File: src/vec_gate_pkg.sv
// Constants and types for the wide-vector feature gate
package vec_gate_pkg;
  // Register port offsets
  localparam logic [7:0] ADDR_LEAF7_EBX = 8'h00;
  localparam logic [7:0] ADDR_LEAF1_ECX = 8'h04;
  localparam logic [7:0] ADDR_STATE_EN = 8'h08;
  localparam logic [7:0] ADDR_CTRL = 8'h0c;
  localparam logic [7:0] ADDR_STATUS = 8'h10;
  // Feature query bit positions
  localparam int BIT_BASE = 16;
  localparam int BIT_DQ = 17;
  localparam int BIT_PF = 26;
  localparam int BIT_ER = 27;
  localparam int BIT_CD = 28;
  localparam int BIT_BW = 30;
  localparam int BIT_OS_EN = 27;
  // Extended-state enable register fields
  localparam int SE_W = 8;
  localparam int SE_MASK_LO = 5;
  localparam int SE_MASK_HI = 7;
  localparam int SE_VEC_LO = 1;
  localparam int SE_VEC_HI = 2;
  localparam logic [2:0] SE_MASK_REQ = 3'h7;
  localparam logic [1:0] SE_VEC_REQ = 2'h3;
  localparam logic [1:0] SE_VEC_OFF = 2'h0;
  localparam logic [SE_W-1:0] SE_RESET = 8'h01;
  // Control and status bits
  localparam int CTRL_OS_EN = 0;
  localparam int CTRL_PRIV = 1;
  localparam logic [1:0] CTRL_RESET = 2'h0;
  localparam int ST_REFUSED = 0;
  localparam int ST_USABLE_LO = 8;
  // Instruction groups
  localparam int NUM_GROUPS = 6;
  typedef enum logic [2:0] {
    GRP_BASE = 3'h0, GRP_DQ = 3'h1, GRP_PF = 3'h2,
    GRP_ER = 3'h3, GRP_CD = 3'h4, GRP_BW = 3'h5
  } grp_t;
  // Operand register class
  typedef enum logic [1:0] {
    CLS_VEC = 2'h0, CLS_LEGACY_MM = 2'h1, CLS_STACK_FP = 2'h2,
    CLS_GPR = 2'h3
  } opnd_class_t;
  // Prefix payload field positions
  localparam int P0_R = 7;
  localparam int P0_RP = 4;
  localparam int P1_W = 7;
  localparam int P1_V_LO = 3;
  localparam int P1_V_HI = 6;
  localparam int P2_Z = 7;
  localparam int P2_LL_LO = 5;
  localparam int P2_LL_HI = 6;
  localparam int P2_BCST = 4;
  localparam int P2_VP = 3;
  localparam int P2_AAA_HI = 2;
  // Vector length codes and displacement scale shifts
  localparam logic [1:0] LL_128 = 2'h0;
  localparam logic [1:0] LL_256 = 2'h1;
  localparam logic [1:0] LL_512 = 2'h2;
  localparam logic [2:0] SH_128 = 3'h4;
  localparam logic [2:0] SH_256 = 3'h5;
  localparam logic [2:0] SH_512 = 3'h6;
  localparam logic [2:0] SH_ELEM32 = 3'h2;
  localparam logic [2:0] SH_ELEM64 = 3'h3;
  // Implied operand prefixes and escape maps
  localparam logic [7:0] PFX_NONE = 8'h00;
  localparam logic [7:0] PFX_66 = 8'h66;
  localparam logic [7:0] PFX_F3 = 8'hf3;
  localparam logic [7:0] PFX_F2 = 8'hf2;
  localparam logic [15:0] ESC_NONE = 16'h0000;
  localparam logic [15:0] ESC_0F = 16'h000f;
  localparam logic [15:0] ESC_0F38 = 16'h0f38;
  localparam logic [15:0] ESC_0F3A = 16'h0f3a;

  typedef struct packed {
    logic valid;
    logic prefixed;
    logic [7:0] p0;
    logic [7:0] p1;
    logic [7:0] p2;
    logic [2:0] modrm_reg;
    logic [7:0] disp8;
    logic mode64;
    opnd_class_t opnd_class;
    grp_t group;
    logic is_mem;
    logic is_mask_op;
    logic is_t1w_prefetch;
    logic is_vec256;
  } dec_req_t;

  typedef struct packed {
    logic accept;
    logic ud_fault;
    logic [4:0] reg_idx;
    logic [4:0] src_idx;
    logic [2:0] mask_sel;
    logic zeroing;
    logic bcst;
    logic [1:0] vlen;
    logic [7:0] imp_prefix;
    logic [15:0] escape;
    logic [31:0] disp;
    logic mask_only;
  } dec_resp_t;
endpackage

File: src/group_gate.sv
// Usable term for one instruction group
`timescale 1ns/1ps
`default_nettype none
module group_gate #(
  parameter bit NEED_BASE = 1'b1
) (
  input wire logic group_flag, // Group present
  input wire logic base_flag, // Base group present
  input wire logic os_en, // OS state management on
  input wire logic state_ok, // Required state enables set
  output logic usable // Group may execute
);
  assign usable = group_flag & (base_flag | ~NEED_BASE) & os_en & state_ok; // RL22
endmodule
`default_nettype wire

File: src/wide_vector_feature_gate.sv
// Wide-vector feature enumeration and prefix qualification
`timescale 1ns/1ps
`default_nettype none
// Summary of operation
// RL1 - Leaf 7 EBX bit 16 reports the base vector group.
// RL2 - Leaf 1 ECX bit 27 reports OS state management enabled.
// RL3 - State enable bits 7 to 5 must all be set.
// RL4 - State enable bits 2 and 1 must both be set.
// RL5 - Leaf 7 EBX bit 27 reports exponential/reciprocal group.
// RL6 - Leaf 7 EBX bit 26 reports gather/scatter prefetch group.
// RL7 - Bits 28, 17, 30 report conflict, dword/qword, byte/word groups.
// RL8 - Program checks OS flag, state fields, base and group flag first.
// RL9 - OS flag set implies save, restore and state register reads work.
// RL10 - State enable register writes only at privileged level.
// RL11 - Half-precision support forces the byte/word group present.
// RL12 - Prefix accepted for vector registers, never legacy or stack regs.
// RL13 - Prefix extension fields address 32 vector registers in 64-bit.
// RL14 - Prefix selects mask registers 1 to 7 for masking.
// RL15 - Prefix fields imply operand prefix and escape bytes.
// RL16 - Two-bit length field sets 128, 256 or 512 bit length.
// RL17 - Broadcast attribute taken for memory source operands.
// RL18 - Mask operations touch only mask or general registers.
// RL19 - Compressed displacement scaled from the short form.
// RL20 - Write-intent prefetch needs no OS state enables.
// RL21 - Plain 256-bit ops fault when state bits 2 and 1 clear.
// RL22 - Group usable is group, base, OS flag and state enables ANDed.
module wide_vector_feature_gate #(
  parameter bit HAS_BASE = 1'b1,
  parameter bit HAS_DQ = 1'b1,
  parameter bit HAS_PF = 1'b0,
  parameter bit HAS_ER = 1'b0,
  parameter bit HAS_CD = 1'b1,
  parameter bit HAS_BW = 1'b1,
  parameter bit HAS_HALF_FP = 1'b0
) (
  input wire logic clk, // 25 MHz clock
  input wire logic rstn, // Async reset, active low
  input wire logic [7:0] addr, // Register byte address
  input wire logic [31:0] wdata, // Write data
  input wire logic wr, // Write strobe
  input wire logic rd, // Read strobe
  output logic [31:0] rdata, // Read data, cycle after rd
  input wire vec_gate_pkg::dec_req_t req, // Decode request
  output vec_gate_pkg::dec_resp_t resp, // Decode answer
  output logic resp_valid, // Answer valid pulse
  output logic [vec_gate_pkg::NUM_GROUPS-1:0] usable // Group usable
);
  logic [vec_gate_pkg::SE_W-1:0] state_en_q;
  logic [1:0] ctrl_q;
  logic refused_q;
  logic refused_d;
  logic [31:0] rdata_q;
  logic [31:0] rdata_d;
  vec_gate_pkg::dec_resp_t resp_q;
  vec_gate_pkg::dec_resp_t resp_d;
  logic resp_valid_q;
  logic [vec_gate_pkg::NUM_GROUPS-1:0] usable_q;

  // Feature query words
  logic [31:0] leaf7_ebx;
  logic [31:0] leaf1_ecx;
  logic [vec_gate_pkg::NUM_GROUPS-1:0] grp_flag;
  logic [vec_gate_pkg::NUM_GROUPS-1:0] grp_usable;
  wire bw_present = HAS_BW | HAS_HALF_FP; // RL11
  wire os_en = ctrl_q[vec_gate_pkg::CTRL_OS_EN];
  wire priv = ctrl_q[vec_gate_pkg::CTRL_PRIV];

  always_comb begin
    leaf7_ebx = '0;
    leaf7_ebx[vec_gate_pkg::BIT_BASE] = HAS_BASE; // RL1
    leaf7_ebx[vec_gate_pkg::BIT_ER] = HAS_ER; // RL5
    leaf7_ebx[vec_gate_pkg::BIT_PF] = HAS_PF; // RL6
    leaf7_ebx[vec_gate_pkg::BIT_CD] = HAS_CD; // RL7
    leaf7_ebx[vec_gate_pkg::BIT_DQ] = HAS_DQ; // RL7
    leaf7_ebx[vec_gate_pkg::BIT_BW] = bw_present; // RL7
  end

  always_comb begin
    leaf1_ecx = '0;
    leaf1_ecx[vec_gate_pkg::BIT_OS_EN] = os_en; // RL2
  end

  assign grp_flag[vec_gate_pkg::GRP_BASE] =
    leaf7_ebx[vec_gate_pkg::BIT_BASE];
  assign grp_flag[vec_gate_pkg::GRP_DQ] = leaf7_ebx[vec_gate_pkg::BIT_DQ];
  assign grp_flag[vec_gate_pkg::GRP_PF] = leaf7_ebx[vec_gate_pkg::BIT_PF];
  assign grp_flag[vec_gate_pkg::GRP_ER] = leaf7_ebx[vec_gate_pkg::BIT_ER];
  assign grp_flag[vec_gate_pkg::GRP_CD] = leaf7_ebx[vec_gate_pkg::BIT_CD];
  assign grp_flag[vec_gate_pkg::GRP_BW] = leaf7_ebx[vec_gate_pkg::BIT_BW];

  // State enable qualification
  wire [2:0] se_mask =
    state_en_q[vec_gate_pkg::SE_MASK_HI:vec_gate_pkg::SE_MASK_LO];
  wire [1:0] se_vec =
    state_en_q[vec_gate_pkg::SE_VEC_HI:vec_gate_pkg::SE_VEC_LO];
  wire mask_state_ok = (se_mask == vec_gate_pkg::SE_MASK_REQ); // RL3
  wire vec_state_ok = (se_vec == vec_gate_pkg::SE_VEC_REQ); // RL4
  wire vec_state_off = (se_vec == vec_gate_pkg::SE_VEC_OFF);
  wire state_ok = mask_state_ok & vec_state_ok;

  for (genvar g = 0; g < vec_gate_pkg::NUM_GROUPS; g++) begin : gate
    group_gate #(
      .NEED_BASE(1'b1)
    ) u_gate (
      .group_flag(grp_flag[g]),
      .base_flag(grp_flag[vec_gate_pkg::GRP_BASE]),
      .os_en(os_en),
      .state_ok(state_ok),
      .usable(grp_usable[g])
    );
  end

  // Register port decode
  wire sel_leaf7 = (addr == vec_gate_pkg::ADDR_LEAF7_EBX);
  wire sel_leaf1 = (addr == vec_gate_pkg::ADDR_LEAF1_ECX);
  wire sel_se = (addr == vec_gate_pkg::ADDR_STATE_EN);
  wire sel_ctrl = (addr == vec_gate_pkg::ADDR_CTRL);
  wire sel_status = (addr == vec_gate_pkg::ADDR_STATUS);
  wire se_write_ok = wr & sel_se & priv; // RL10
  wire se_write_bad = wr & sel_se & ~priv; // RL10
  wire refused_clr = wr & sel_status & wdata[vec_gate_pkg::ST_REFUSED];
  // Reads of the state enable register need OS management on
  wire [31:0] se_read = os_en ? {24'h000000, state_en_q} : '0; // RL9
  wire [31:0] ctrl_read = {30'h00000000, ctrl_q};
  wire [31:0] status_read =
    {18'h00000, usable_q, 7'h00, refused_q};

  // New refusal wins over a clear in the same cycle
  assign refused_d = se_write_bad | (refused_q & ~refused_clr);

  always_comb begin
    rdata_d = '0;
    if (rd) begin
      if (sel_leaf7) begin
        rdata_d = leaf7_ebx;
      end else if (sel_leaf1) begin
        rdata_d = leaf1_ecx;
      end else if (sel_se) begin
        rdata_d = se_read;
      end else if (sel_ctrl) begin
        rdata_d = ctrl_read;
      end else if (sel_status) begin
        rdata_d = status_read;
      end
    end
  end

  // Prefix field extraction
  wire [1:0] mm = req.p0[1:0];
  wire [1:0] pp = req.p1[1:0];
  wire [3:0] vvvv = req.p1[vec_gate_pkg::P1_V_HI:vec_gate_pkg::P1_V_LO];
  wire [1:0] ll = req.p2[vec_gate_pkg::P2_LL_HI:vec_gate_pkg::P2_LL_LO];
  wire [2:0] aaa = req.p2[vec_gate_pkg::P2_AAA_HI:0];
  wire w_bit = req.p1[vec_gate_pkg::P1_W];
  wire r_ext = ~req.p0[vec_gate_pkg::P0_R];
  wire rp_ext = ~req.p0[vec_gate_pkg::P0_RP];
  wire vp_ext = ~req.p2[vec_gate_pkg::P2_VP];

  wire legacy_cls = (req.opnd_class == vec_gate_pkg::CLS_LEGACY_MM) |
                    (req.opnd_class == vec_gate_pkg::CLS_STACK_FP);
  wire class_ok = ~legacy_cls; // RL12
  wire map_ok = (mm != 2'h0);
  wire vlen_ok = (ll == vec_gate_pkg::LL_128) |
                 (ll == vec_gate_pkg::LL_256) |
                 (ll == vec_gate_pkg::LL_512); // RL16
  // Unused group codes are refused except for write-intent prefetch
  wire grp_known = (req.group <= vec_gate_pkg::GRP_BW);
  wire grp_ok = grp_known & grp_usable[req.group]; // RL22
  // Write-intent prefetch bypasses the state enable checks
  wire gate_ok = req.is_t1w_prefetch | grp_ok; // RL20
  wire pfx_accept = class_ok & map_ok & vlen_ok & gate_ok;
  wire plain_fault = req.is_vec256 & vec_state_off; // RL21
  wire accept = req.prefixed ? pfx_accept : ~plain_fault;

  // Register indices, 32 vector registers only in 64-bit mode
  wire [4:0] reg_vec = req.mode64 ? {rp_ext, r_ext, req.modrm_reg} :
                                    {2'b00, req.modrm_reg}; // RL13
  wire [4:0] src_vec = req.mode64 ? {vp_ext, ~vvvv} :
                                    {2'b00, ~vvvv[2:0]}; // RL13
  // Mask operations address one of 8 mask registers
  wire [4:0] reg_idx = req.is_mask_op ? {2'b00, req.modrm_reg} :
                                        reg_vec; // RL18
  wire [4:0] src_idx = req.is_mask_op ? {2'b00, ~vvvv[2:0]} :
                                        src_vec; // RL18

  wire [7:0] imp_prefix = (pp == 2'h1) ? vec_gate_pkg::PFX_66 :
                          (pp == 2'h2) ? vec_gate_pkg::PFX_F3 :
                          (pp == 2'h3) ? vec_gate_pkg::PFX_F2 :
                                         vec_gate_pkg::PFX_NONE; // RL15
  wire [15:0] escape = (mm == 2'h1) ? vec_gate_pkg::ESC_0F :
                       (mm == 2'h2) ? vec_gate_pkg::ESC_0F38 :
                       (mm == 2'h3) ? vec_gate_pkg::ESC_0F3A :
                                      vec_gate_pkg::ESC_NONE; // RL15

  // Broadcast only has meaning with a memory source
  wire bcst = req.p2[vec_gate_pkg::P2_BCST] & req.is_mem; // RL17

  // Compressed displacement scale
  wire [2:0] vl_shift = (ll == vec_gate_pkg::LL_512) ? vec_gate_pkg::SH_512 :
                        (ll == vec_gate_pkg::LL_256) ? vec_gate_pkg::SH_256 :
                                                       vec_gate_pkg::SH_128;
  wire [2:0] el_shift = w_bit ? vec_gate_pkg::SH_ELEM64 :
                                vec_gate_pkg::SH_ELEM32;
  wire [2:0] disp_shift = bcst ? el_shift : vl_shift; // RL19
  wire [31:0] disp_ext = {{24{req.disp8[7]}}, req.disp8};
  wire [31:0] disp_scaled = disp_ext << disp_shift; // RL19

  always_comb begin
    resp_d = '0;
    resp_d.accept = accept;
    resp_d.ud_fault = ~accept;
    if (req.prefixed) begin
      resp_d.reg_idx = reg_idx;
      resp_d.src_idx = src_idx;
      resp_d.mask_sel = aaa; // RL14
      resp_d.zeroing = req.p2[vec_gate_pkg::P2_Z]; // RL14
      resp_d.bcst = bcst;
      resp_d.vlen = ll; // RL16
      resp_d.imp_prefix = imp_prefix;
      resp_d.escape = escape;
      resp_d.disp = disp_scaled;
      resp_d.mask_only = req.is_mask_op; // RL18
    end else begin
      resp_d.reg_idx = {2'b00, req.modrm_reg};
      resp_d.disp = disp_ext;
    end
  end

  // Software-visible state
  always_ff @(posedge clk or negedge rstn) begin
    if (!rstn) begin
      state_en_q <= vec_gate_pkg::SE_RESET;
      ctrl_q <= vec_gate_pkg::CTRL_RESET;
      refused_q <= 1'b0;
    end else begin
      if (se_write_ok) begin
        state_en_q <= wdata[vec_gate_pkg::SE_W-1:0]; // RL10
      end
      if (wr && sel_ctrl) begin
        ctrl_q <= wdata[1:0];
      end
      refused_q <= refused_d;
    end
  end

  // Registered answers
  always_ff @(posedge clk or negedge rstn) begin
    if (!rstn) begin
      rdata_q <= '0;
      resp_q <= '0;
      resp_valid_q <= 1'b0;
      usable_q <= '0;
    end else begin
      rdata_q <= rdata_d;
      resp_valid_q <= req.valid;
      if (req.valid) begin
        resp_q <= resp_d;
      end
      usable_q <= grp_usable; // RL22
    end
  end

  assign rdata = rdata_q;
  assign resp = resp_q;
  assign resp_valid = resp_valid_q;
  assign usable = usable_q;
endmodule
`default_nettype wire

File: config.mk
export PLATFORM = sky130hd
export DESIGN_NAME = wide_vector_feature_gate
export DESIGN_NICKNAME = d
export VERILOG_FILES = /design/src/vec_gate_pkg.sv /design/src/group_gate.sv /design/src/wide_vector_feature_gate.sv
export SDC_FILE = /design/constraint.sdc
export NUM_CORES = 1
export LEC_CHECK = 0
export BUFFER_PORTS_ARGS = -buffer_cell sky130_fd_sc_hd__buf_2
export CAP_MARGIN = 25
export CORE_ASPECT_RATIO = 0.5
export CORE_MARGIN = 2
export CORE_UTILIZATION = 48
export CTS_CLUSTER_DIAMETER = 40
export DETAILED_ROUTE_END_ITERATION = 10
export HOLD_SLACK_MARGIN = 0.1
export PLACE_DENSITY = 0.87
export SYNTH_ARGS = -nofsm -noshare
export SYNTH_HDL_FRONTEND = slang
export SYNTH_SLANG_ARGS = --single-unit
File: constraint.sdc
create_clock -name clk -period 2.25 [get_ports clk]
set_input_delay 0.225 -clock clk [delete_from_list [all_inputs] [get_ports clk]]
set_output_delay 0.225 -clock clk [all_outputs]
set_load 0.1 [all_outputs]
==> tab_implementation.tex <==
\begin{tabular}{lr}
\hline
Metric & Value \\
\hline
\multicolumn{2}{l}{\textbf{Floorplanning}} \\
Top-level I/O count & 206 \\
Die height & 64.93 um \\
Initial core utilization & 49.04\% \\
Horizontal die dimension & 125.9 um \\
Core box area & 7267 sq um \\
\# rows & 22 \\
Die ar. & 8171 sq um \\
\multicolumn{2}{l}{\textbf{Final layout}} \\
Count of filler cells inserted in the layout & 603 \\
Final-stage net count & 559 \\
Layout Cells excl Fill & 569 \\
Total non-filler cell area in the finished layout & 4422 sq um \\
Area occupied by registers & 1678 sq um \\
Most common library cell in the layout ignoring fill and taps & sky130\_fd\_sc\_hd\_\_buf\_2 \\
Area delta synth->final & 24.09\% \\
Layout cells sized above 1 & 40.59\% \\
Most frequent cells in the layout & sky130\_fd\_sc\_hd\_\_buf\_2 (150), sky130\_fd\_sc\_hd\_\_dfrtp\_1 (66), sky130\_fd\_sc\_hd\_\_o21ai\_0 (28) \\
Number of antenna cells inserted & 0 \\
Area of combinational cells with multiple inputs & 1376 sq um \\
Final core utilization & 60.85\% \\
\multicolumn{2}{l}{\textbf{Detailed routing}} \\
Antenna violation net count after detailed routing & 0 \\
DRC violations left & 0 \\
Number of optimization iterations in the first detailed-route pass & 5 \\
Wire length reported by the detailed router & 8.062 mm \\
WL per Instance & 14.17 um \\
Routed via count divided by cell count & 5.097 \\
Via count of the routed design & 2900 \\
1st-iter DRT viols & 178 \\
\multicolumn{2}{l}{\textbf{Pwr}} \\
Share of total power in the clock network & 35.8\% \\
Power share of the combinational group & 33.1\% \\
Power per cell area & 960.3 nW/um\^{}2 \\
Net Sw Power & 1.740 mW \\
Worst vdd rail ir drop & 0.3375 mV \\
Switching share of power & 40.98\% \\
Leak Pwr & 2.321 nW \\
Flop pwr share & 31.1\% \\
Internal cell power & 2.506 mW \\
\multicolumn{2}{l}{\textbf{CTS}} \\
Longest Clk Path Bufs & 2 \\
CTS tree & done \\
CTS Root Buffer Type & sky130\_fd\_sc\_hd\_\_clkbuf\_16 \\
Cts repair resizes & 0 \\
Number of buffers added by the clock tree synthesis step & 9 \\
Hold buffers post-CTS & 5 \\
Register clock-pin slew on the reported worst setup and hold paths & 0.05 ns \\
Number of buffers inserted to repair setup after CTS & 0 \\
H-tree level count & 3 \\
Clock latency at the later pin of the worst-skew pair & 0.32 ns \\
Clock net sink count & 67 \\
\multicolumn{2}{l}{\textbf{Logic synthesis}} \\
Count of cell types in the netlist & 53 \\
Number of cells produced by synthesis & 353 \\
Top cells by area, synth & sky130\_fd\_sc\_hd\_\_dfrtp\_1 (46\%), sky130\_fd\_sc\_hd\_\_buf\_4 (12\%), sky130\_fd\_sc\_hd\_\_mux2\_2 (5.4\%), sky130\_fd\_sc\_hd\_\_o21ai\_0 (3.9\%), sky130\_fd\_sc\_hd\_\_mux2i\_1 (3.4\%) \\
Post-synthesis share of cell area spent on and, or, nand and nor gates & 13.52\% \\
Avg Inst Size Synth & 10.09 sq um \\
Yosys top cell by area & sky130\_fd\_sc\_hd\_\_dfrtp\_1 \\
Area share of fa/ha/maj cells after synthesis & 0\% \\
Largest family of logic cells by synthesized area & buffers and inverters \\
Mapped Area & 3563 sq um \\
Xor and xnor area share after synthesis & 0.2458\% \\
Asr flop ratio synth & 100.0\% \\
Part of the Yosys area used for sequential elements & 47.09\% \\
Share of the synthesized area in the top cell type & 46.35\% \\
Number of enable-type register cells in the synthesized netlist & 0 \\
Multiplexer share of the synthesized area & 9.375\% \\
Synthesized-area fraction occupied by ao, oa, aoi and oai cells & 12.96\% \\
Synthesis-stage register bit count & 67 \\
Prevailing post-synth register cell & sky130\_fd\_sc\_hd\_\_dfrtp\_1 \\
Warnings from Yosys & 0 \\
\multicolumn{2}{l}{\textbf{Timing}} \\
Worst setup margin & 0.6193 ns \\
Unrepaired setup endpoints after global routing & no \\
Slew at the pin closest to its max-slew limit & 0.5946 ns \\
Maximum clock frequency & 0.6132 GHz \\
Setup violators final & 0 \\
Final worst path period need & 1.631 ns \\
Setup clock skew after layout & 0.004855 ns \\
Total count of max-transition violations in the final report & 0 \\
Endpoints failing hold & 0 \\
Sum of negative setup slack & 0 ns \\
Crit share post-route & 72.48\% \\
Relative max-transition margin & 60.32\% \\
\multicolumn{2}{l}{\textbf{Outcome}} \\
Run status & completed \\
\multicolumn{2}{l}{\textbf{Global routing}} \\
Maximum number of pins on one net before global-route repair & 61 \\
Global route total overflow & 0 \\
GRT Total Usage & 20.10\% \\
Global-route wire length before repair & 12.98 mm \\
Vias in the first global route & 2655 \\
Initial antenna violation count & 0 \\
\multicolumn{2}{l}{\textbf{Worst hold path}} \\
Destination of the worst hold path & state\_en\_q[5] \\
Number of cells on the worst hold path & 2 \\
Startpoint of the lowest-slack hold path & wdata[5] \\
Worst Hold Class & in2reg \\
\multicolumn{2}{l}{\textbf{Setup path}} \\
Crit-path cells & buf\_2 > or4\_4 > nor3\_1 > and4\_1 > mux2\_2 \\
Cell count of the worst reg-to-reg path & 4 \\
Register-to-register setup slack & 0.98 ns \\
CP delay by family, top & simple AND/OR/NAND/NOR gates \\
Reg2Reg Launch Point & ctrl\_q[0] \\
Slowest CP cell & sky130\_fd\_sc\_hd\_\_or4\_4 \\
End of the worst register-to-register path & resp[74] \\
Startpoint types & input pin \\
Element type at the critical path end & flip-flop \\
Highest fanout seen on the critical path & 4 \\
Startpoint-to-endpoint class of the critical path & in2reg \\
Combined buffer and inverter count along the critical path & 1 \\
Critical path arrival & 1.84 ns \\
Required time at the worst-slack endpoint & 2.46 ns \\
Slowest cell delay on critical path & 0.57 ns \\
\multicolumn{2}{l}{\textbf{Placement}} \\
Post-Place Worst Slack & 0.2809 ns \\
Placed cell areas & 4043 sq um \\
Cells after DPL & 548 \\
Global placer's final weighted congestion & 0.8461 \\
Post-DP HPWL & 5.719 mm \\
Number of buffer cells added on primary ports & 150 \\
\multicolumn{2}{l}{\textbf{Run}} \\
Count of maximum capacitance violations & 0 \\
\hline
\end{tabular}
==> power by group through the flow <==
| stage | combinational (mW) | sequential (mW) | clock [mW] |
|---|---|---|---|
| 2_1_floorplan | 0.739 | 1.84 | 0 |
| 3_3_place_gp | 1.39 | 1.34 | 0 |
| 3_5_place_dp | 1.40 | 1.34 | 0 |
| 4_1_cts | 1.41 | 1.32 | 1.55 |
| 5_1_grt | 1.45 | 1.33 | 1.60 |
| 6_report | 1.40 | 1.32 | 1.52 |
==> cells in the mapped netlist, types with 2 or more instances <==
library cell                number
sky130_fd_sc_hd__a21oi_1         9
sky130_fd_sc_hd__a31oi_1         5
sky130_fd_sc_hd__a32o_1          3
sky130_fd_sc_hd__and2_1          6
sky130_fd_sc_hd__and4_1          2
sky130_fd_sc_hd__buf_1           3
sky130_fd_sc_hd__buf_4          59
sky130_fd_sc_hd__clkbuf_1       13
sky130_fd_sc_hd__dfrtp_1        66
sky130_fd_sc_hd__inv_1          22
sky130_fd_sc_hd__mux2_2         17
sky130_fd_sc_hd__mux2i_1        12
sky130_fd_sc_hd__nand2_1        16
sky130_fd_sc_hd__nand2b_1        2
sky130_fd_sc_hd__nand3_1        15
sky130_fd_sc_hd__nand3b_1        8
sky130_fd_sc_hd__nand4_1         2
sky130_fd_sc_hd__nor2_1         17
sky130_fd_sc_hd__nor2b_1         4
sky130_fd_sc_hd__nor3_1          3
sky130_fd_sc_hd__o211ai_1        3
sky130_fd_sc_hd__o21ai_0        28
sky130_fd_sc_hd__o221ai_1        4
sky130_fd_sc_hd__o2bb2ai_1       2
sky130_fd_sc_hd__o31ai_1         4
==> worst max path at each step <==
stage          startpoint         to  slack [ns]  depth (start not counted)
5_1_grt          resp[31]   resp[19]        0.56                          1
3_3_place_gp      addr[1]  ctrl_q[0]        0.32                          5
3_5_place_dp      addr[1]  ctrl_q[0]        0.28                          5
6_report          addr[1]  ctrl_q[0]        0.62                          5
2_1_floorplan    resp[31]   resp[16]        0.42                          1
4_1_cts          resp[31]   resp[19]        0.61                          1
==> registers in the layout, summed over array words and instances, names as in the netlist <==
name and cells:
rdata 11, state_en_q 8, resp 43, resp_valid 1
usable 1, ctrl_q 2, refused_q 1
==> per-layer routing <==
metal	up-vias	wire length, um	GRT usage (%)
met1	1364	3259	25.12
met3	13	584	4.459
li1	1384	-	-
met4	0	94	4.945
met2	139	4123	36.01
met5	-	0	0
==> area by class of cell <==
cell class	count	area share [%]
sequential	67	37.95
multi-input combinational	210	31.13
timing repair buffer	158	18.90
clock buffer	12	5.801
tap	96	2.716
inverter	22	1.868
clock inverter	4	1.641
==> worst reg2reg max path: stages, from the launching register on <==
cell and delay, ns:
sky130_fd_sc_hd__dfrtp_1 0.40, sky130_fd_sc_hd__nand2_1 0.11, sky130_fd_sc_hd__nor3_1 0.27, sky130_fd_sc_hd__o2111ai_1 0.19
sky130_fd_sc_hd__o211a_1 0.20
==> kinds of logic (layout without fill, tap and decap cells) <==
logic type / Yosys count / in the layout
compound gates: 71 / 71
xor+xnor: 1 / 1
buf+inv: 99 / 196
flops: 67 / 67
mux: 30 / 30
other cells: 1 / 24
simple gates: 84 / 84
==> per-stage QoR <==
step / hold WS (ns) / power (mW)
after global placement: 0.2319 / 2.728
after floorplan: -0.07059 / 2.579
after global routing: 0.1233 / 4.387
final: 0.1297 / 4.246
after detailed placement: 0.2447 / 2.738
after CTS: 0.1263 / 4.275
Power figures use the tool's default switching activity.
